--- src/hw/poie_pkg.sv ---
// Package with register map, field layout and reset values of the overflow interrupt-enable block.
package poie_pkg;
    localparam int unsigned ADDR_W           = 12;
    localparam int unsigned DATA_W           = 32;
    localparam int unsigned NUM_EVENT        = 4;
    localparam int unsigned NUM_CTR          = 5;
    localparam logic [11:0] OFS_ENABLE_SET   = 12'h000;
    localparam logic [11:0] OFS_ENABLE_CLEAR = 12'h004;
    localparam logic [11:0] OFS_OVF_SET      = 12'h008;
    localparam logic [11:0] OFS_OVF_CLEAR    = 12'h00C;
    localparam int unsigned CYCLE_BIT        = 31;
    localparam int unsigned CYCLE_IDX        = 4;
    localparam int unsigned LANE_EVENT       = 0;
    localparam int unsigned LANE_CYCLE       = 3;
    localparam logic [4:0]  ENABLE_RESET     = 5'h00;
    localparam logic [4:0]  OVF_RESET        = 5'h00;
    localparam logic [31:0] ZERO_WORD        = 32'h0000_0000;

    // Kind of register write decoded from the bus.
    typedef enum logic [2:0]
    {
        POIE_OP_NONE   = 3'b000,
        POIE_OP_EN_SET = 3'b001,
        POIE_OP_EN_CLR = 3'b010,
        POIE_OP_OV_SET = 3'b011,
        POIE_OP_OV_CLR = 3'b100
    } poie_op_t;
endpackage

--- src/hw/poie_wr_if.sv ---
// Interface carrying decoded register writes from the bus slave to the flag store.
`timescale 1ns/1ns
interface poie_wr_if;
    poie_pkg::poie_op_t op;
    logic [4:0]         mask;

    modport src (output op, output mask);
    modport dst (input op, input mask);
endinterface

--- src/hw/poie_top.sv ---
// APB register bank for the performance-monitor overflow interrupt enables.
//
// Summary of operation
// - Writing the set view with bit 31 high enables the cycle-counter overflow interrupt.
// - Writing the set view with any of bits 0 to 3 high enables that event counter's interrupt.
// - Writing the clear view with bit 31 high disables the cycle-counter overflow interrupt.
// - Writing the clear view with any of bits 0 to 3 high disables that event counter's interrupt.
// - Both views act on one shared set of enable flops.
// - Reading either view returns the same current enable status.
// - A zero written to any enable bit in either view leaves it unchanged.
// - After reset all five enables are zero.
// - A counter's overflow raises an interrupt request only while its enable is set.
// - Overflow flags are set by counter overflow or the flag set view and cleared by writing one to the flag clear view.
`timescale 1ns/1ns
module poie_top
#(
    parameter int unsigned NUM_EVENT = poie_pkg::NUM_EVENT,
    parameter int unsigned CYCLE_BIT = poie_pkg::CYCLE_BIT
)
(
    input  wire logic        pclk,
    input  wire logic        presetn,
    input  wire logic        psel,
    input  wire logic        penable,
    input  wire logic        pwrite,
    input  wire logic [11:0] paddr,
    input  wire logic [31:0] pwdata,
    input  wire logic [3:0]  pstrb,
    output logic             pready,
    output logic [31:0]      prdata,
    output logic             pslverr,
    input  wire logic [3:0]  event_overflow,
    input  wire logic        cycle_overflow,
    output logic             overflow_irq
);
    logic [4:0]  enable_reg;
    logic [4:0]  ovf_reg;
    logic [4:0]  overflow_event;
    logic [4:0]  wmask;
    logic [31:0] rdata_next;
    logic        hit;
    logic        access;
    logic        ovf_view;
    logic [4:0]  pend;
    poie_pkg::poie_op_t op_next;

    poie_wr_if wr_bus ();

    // Slave answers in the first access cycle: no wait states.
    // Every register is a plain flop, so there is nothing to wait for, and a
    // master that holds its request longer gains nothing but lost bus time.
    assign pready = 1'b1;
    assign access = psel & penable;
    assign overflow_event = {cycle_overflow, event_overflow};

    // Per event counter, a one in lane zero reaches the mask only when that lane is strobed.
    for (genvar gi = 0; gi < NUM_EVENT; gi++)
    begin : g_event_mask
        assign wmask[gi] = pwdata[gi] & pstrb[poie_pkg::LANE_EVENT];
    end

    // The cycle enable rides in the top lane; bits 30 to 4 never reach the flag store.
    assign wmask[poie_pkg::CYCLE_IDX] =
        pwdata[CYCLE_BIT] & pstrb[poie_pkg::LANE_CYCLE];

    // Any other layout would misplace fields in the read word, so it is refused.
    if (NUM_EVENT != poie_pkg::NUM_EVENT || CYCLE_BIT != poie_pkg::CYCLE_BIT)
    begin : g_bad_layout
        $error("poie_top serves only four event counters with the cycle bit on top");
    end

    // Address decode and write classification.
    always_comb
    begin
        hit      = 1'b1;
        ovf_view = 1'b0;
        op_next  = poie_pkg::POIE_OP_NONE;
        if (paddr == poie_pkg::OFS_ENABLE_SET)
            op_next = poie_pkg::POIE_OP_EN_SET;
        else if (paddr == poie_pkg::OFS_ENABLE_CLEAR)
            op_next = poie_pkg::POIE_OP_EN_CLR;
        else if (paddr == poie_pkg::OFS_OVF_SET)
        begin
            op_next  = poie_pkg::POIE_OP_OV_SET;
            ovf_view = 1'b1;
        end
        else if (paddr == poie_pkg::OFS_OVF_CLEAR)
        begin
            op_next  = poie_pkg::POIE_OP_OV_CLR;
            ovf_view = 1'b1;
        end
        else
            hit = 1'b0;
        if (!(access && pwrite))
            op_next = poie_pkg::POIE_OP_NONE;
    end

    assign wr_bus.op   = op_next;
    assign wr_bus.mask = wmask;

    poie_flags u_flags
    (
        .pclk           (pclk),
        .presetn        (presetn),
        .wr             (wr_bus),
        .overflow_event (overflow_event),
        .enable_reg     (enable_reg),
        .ovf_reg        (ovf_reg)
    );

    // Read mux: both enable views return the same word, reserved bits zero.
    always_comb
    begin
        rdata_next = poie_pkg::ZERO_WORD;
        if (ovf_view)
        begin
            rdata_next[poie_pkg::CYCLE_BIT] = ovf_reg[poie_pkg::CYCLE_IDX];
            rdata_next[3:0]                 = ovf_reg[3:0];
        end
        else if (hit)
        begin
            rdata_next[poie_pkg::CYCLE_BIT] = enable_reg[poie_pkg::CYCLE_IDX];
            rdata_next[3:0]                 = enable_reg[3:0];
        end
    end

    // Read data registered at the setup cycle so it stands through the access phase.
    always_ff @(posedge pclk or negedge presetn)
    begin
        if (!presetn)
            prdata <= poie_pkg::ZERO_WORD;
        else if (psel && !penable && !pwrite)
            prdata <= rdata_next;
    end

    // Unmapped addresses answer with an error; the error is registered with the read data.
    always_ff @(posedge pclk or negedge presetn)
    begin
        if (!presetn)
            pslverr <= 1'b0;
        else if (psel && !penable)
            pslverr <= ~hit;
    end

    // Interrupt gate: a flag counts only while its enable is set.
    assign pend = ovf_reg & enable_reg;
    assign overflow_irq = |pend;

    // Per counter: a lone flag stays silent while disabled and speaks once enabled.
    for (genvar gc = 0; gc < poie_pkg::NUM_CTR; gc++)
    begin : g_ctr_check

    end
endmodule

--- src/hw/poie_flags.sv ---
// Shared enable and overflow flag storage with set and clear views.
`timescale 1ns/1ns
module poie_flags
(
    input  wire logic   pclk,
    input  wire logic   presetn,
    poie_wr_if.dst      wr,
    input  wire logic [4:0] overflow_event,
    output logic [4:0]  enable_reg,
    output logic [4:0]  ovf_reg
);
    // One set of enable flops serves both views, so the views can never disagree.
    always_ff @(posedge pclk or negedge presetn)
    begin
        if (!presetn)
            enable_reg <= poie_pkg::ENABLE_RESET;
        else if (wr.op == poie_pkg::POIE_OP_EN_SET)
            enable_reg <= enable_reg | wr.mask;
        else if (wr.op == poie_pkg::POIE_OP_EN_CLR)
            enable_reg <= enable_reg & ~wr.mask;
    end

    // Hardware overflow beats a software clear in the same cycle so no event is lost.
    always_ff @(posedge pclk or negedge presetn)
    begin
        if (!presetn)
            ovf_reg <= poie_pkg::OVF_RESET;
        else if (wr.op == poie_pkg::POIE_OP_OV_CLR)
            ovf_reg <= (ovf_reg & ~wr.mask) | overflow_event;
        else if (wr.op == poie_pkg::POIE_OP_OV_SET)
            ovf_reg <= ovf_reg | wr.mask | overflow_event;
        else
            ovf_reg <= ovf_reg | overflow_event;
    end
endmodule

--- config.mk ---
export PLATFORM = sky130hd
export DESIGN_NAME = poie_top
export DESIGN_NICKNAME = d
export VERILOG_FILES = /design/src/hw/poie_pkg.sv /design/src/hw/poie_wr_if.sv /design/src/hw/poie_top.sv /design/src/hw/poie_flags.sv
export SDC_FILE = /design/constraint.sdc
export NUM_CORES = 1
export LEC_CHECK = 0
export BUFFER_PORTS_ARGS = -buffer_cell sky130_fd_sc_hd__buf_2
export CAP_MARGIN = 20
export CORE_UTILIZATION = 36
export DETAILED_ROUTE_END_ITERATION = 8
export HOLD_SLACK_MARGIN = 0.12
export PLACE_DENSITY = 0.76
export SYNTH_ARGS = -nofsm -noshare
export SYNTH_HDL_FRONTEND = slang
export SYNTH_SLANG_ARGS = --single-unit
--- constraint.sdc ---
create_clock -name pclk -period 1.01 [get_ports pclk]
set_input_delay 0.2525 -clock pclk [delete_from_list [all_inputs] [get_ports pclk]]
set_output_delay 0.2525 -clock pclk [all_outputs]
set_load 0.005 [all_outputs]
==> flow_summary_export.csv <==
group,metric,value,unit
final_layout,antennaDiodeCount,0,
worst_setup_path,cp-start-kind,"register",
timing,max_freq,0.657,GHz
detailed_routing,first_iter_violations,32,
place,dp.cells,215,
die,ioPinCount,93,
final_layout,stdcell_count,229,
worst_setup_path,startpoint,"u_flags.ovf_reg[0]",
timing,hold_violations,0,
logic_synthesis,yosys.area.top_type,"dfrtp_1",
detailed_routing,avgRoutedWirePerCell,11.0,um
detailed_routing,viasPerCell,4.45,
timing,rsz0062_at_grt,"yes",
detailed_routing,dr.pass1.iters,4,
global_route,met2_usage,27.0,%
detailed_routing,vias,1018,
global_route,antenna_found_initial,0,
logic_synthesis,async_reset_ff_share,100,%
global_route,grtUsageMet1,17.0,%
global_route,grt.overflow.total,0,
timing,fin_crit,1.52,ns
timing,fin_crit_sh,151,%
die,core_area,3340,sq um
worst_setup_path,path_max_fanout,2,
worst_hold_path,hold_class,"in -> reg",
cts,clk_latency,0.29,ns
worst_setup_path,end_kind,"output port",
cts,clkTransAtPathRegs,0.09,ns
job,drv_cap,0,
cts,cts.path.max_buffers,2,
place,io_buffers,35,
die,start_util,37.8,%
place,gp_congestion,0.826,
worst_setup_path,cp.arrival,1.27,ns
timing,skew,0.000596,ns
timing,fin_ws,-0.513,ns
cts,htree_levels,1,
logic_synthesis,syn_area_per_cell,9.94,sq um
logic_synthesis,synth.most_common_cell,"buf_4",
worst_setup_path,cp.required,0.76,ns
worst_hold_path,holdPathStages,3,
place,hpwl,2000,um
status,violations,"setup timing",
pwr,p_total,1.31,mW
global_route,grt_pass1_vias,900,
place,place_ws,-0.315,ns
cts,cts-root-buf,"clkbuf_4",
cts,cts_made_buffers,3,
global_route,grt_pass1_wl,3890,um
pwr,cellPowerDensity,817,nW/um^2
logic_synthesis,ys_top_cells_by_count,"buf_4, dfrtp_1, mux2i_1",
timing,slew_viol_final,0,
logic_synthesis,netlist_area,1260,sq um
logic_synthesis,ys_types,27,
logic_synthesis,synth-seq-area-share,31.7,%
place,placed_cell_area,1450,sq um
global_route,grt.busiest_layer,"met2",
die,die-area,3750,sq um
detailed_routing,routed_wl,2530,um
worst_setup_path,rr_startpoint,"u_flags.ovf_reg[1]",
final_layout,final_cell_area,1600,sq um
pwr,p_leak,0.860,nW
cts,cts_tree,"yes",
die,dieHeight,61.2,um
logic_synthesis,synth_ff_type,"dfrtp_1",
logic_synthesis,synth_seq_cells,16,
final_layout,drive_gt1_share,42.1,%
final_layout,nNetsFinal,242,
logic_synthesis,syn_inst,127,
die,row_count,21,
logic_synthesis,synth_top_area_share,31.7,%
global_route,grt_use_met3,4.41,%
logic_synthesis,synth.area.top_cells,"dfrtp_1, buf_4, mux2i_1, and4bb_2, nand4_1",
die,die_w,61.2,um
final_layout,syn_to_final_growth,27.1,%
worst_hold_path,hp-start,"event_overflow[2]",
worst_setup_path,critical_path_class,"reg -> out",
status,outcome,"complete, but fails checks",
global_route,groute.usage.overall,14.8,%
worst_setup_path,r2r_cells,3,
cts,cts.sinks,16,
pwr,vdd.ir_drop.worst,601,uV
timing,setup_violations,7,
detailed_routing,drc_errors,0,
detailed_routing,postRouteAntennaNets,0,
global_route,grt_max_degree,17,
logic_synthesis,yosys_warnings,0,
logic_synthesis,synth_edf_count,0,
-- cell families after synthesis --
| kind of cell | after synthesis | synth area share (%) |
|---|---|---|
| compound gates | 9 | 4.46 |
| buf+inv | 40 | 23.4 |
| simple gates | 45 | 27.9 |
| flops | 16 | 31.7 |
| mux | 15 | 11.9 |
| other cells | 2 | 0.595 |
-- layout make-up --
type / count / area (sq um)
Timing Repair Buffer: 61 / 412
Sequential cell: 16 / 400
Multi-Input combinational cell: 97 / 679
Tap cell: 46 / 57.6
Fill cell: 344 / 1730
Inverter: 5 / 18.8
Clock buffer: 4 / 36.3
-- timing repair --
action / 4_1_cts / 5_1_grt
hold endpoints to repair: 16 / 0
gates cloned: 0 / 1
endpoints found under the setup margin: 8 / 20
resized for setup: 1 / 10
pin swaps: 1 / 10
buffers inserted: 5 / 3
hold buffers: 1 / 0
-- metal layers --
| layer | up-vias | wire (um) |
|---|---|---|
| met2 | 36 | 1310 |
| met1 | 471 | 1080 |
| met5 | - | 0 |
| met4 | 0 | 17 |
| met3 | 4 | 121 |
| li1 | 507 | - |
-- per-stage QoR --
step	hold WS [ns]	util [%]	setup TNS, ns
6_report	0.240	48.1	-0.739
5_1_grt	0.238	48.1	-1.17
4_1_cts	0.231	45.9	-0.820
3_5_place_dp	0.188	43.3	-4.69
3_3_place_gp	0.174	43.3	-4.26
2_1_floorplan	-0.0431	-	-0.624
-- worst max-delay path, cell delays in order (launching register included) --
cell	delay, ns
dfrtp_1	0.39
a222oi_1	0.35
nand2_1	0.10
buf_2	0.13
-- power breakdown --
part | internal, mW | switching, mW | leakage, nW | total, mW
clock network | 0.220 | 0.202 | 0.0210 | 0.422
logic | 0.116 | 0.126 | 0.671 | 0.242
registers | 0.645 | 0.00205 | 0.169 | 0.647
total | 0.980 | 0.331 | 0.860 | 1.31
-- final timing paths --
path	endpoint	slack [ns]
setup / recovery	overflow_irq	-0.51
hold / removal	u_flags.ovf_reg[2]	0.24
setup reg to reg	prdata[1]	0.09
hold reg to reg	prdata[1]	0.52
max in group asynchronous	u_flags.ovf_reg[3]	0.33
min in group asynchronous	prdata[2]	0.41
-- placed cells by master (no fill, tap or decap), drive strengths merged, types with 2 or more instances in the layout --
master  count
clkbuf      4
buf        60
nor4b       4
dfrtp      16
and4        2
nor2b       5
conb       28
nor2        6
and4bb      4
inv         5
nand4      11
nor4        2
o21ai       5
nand2       6
mux2i      15
Note: power is estimated with default switching activity, not from simulation.
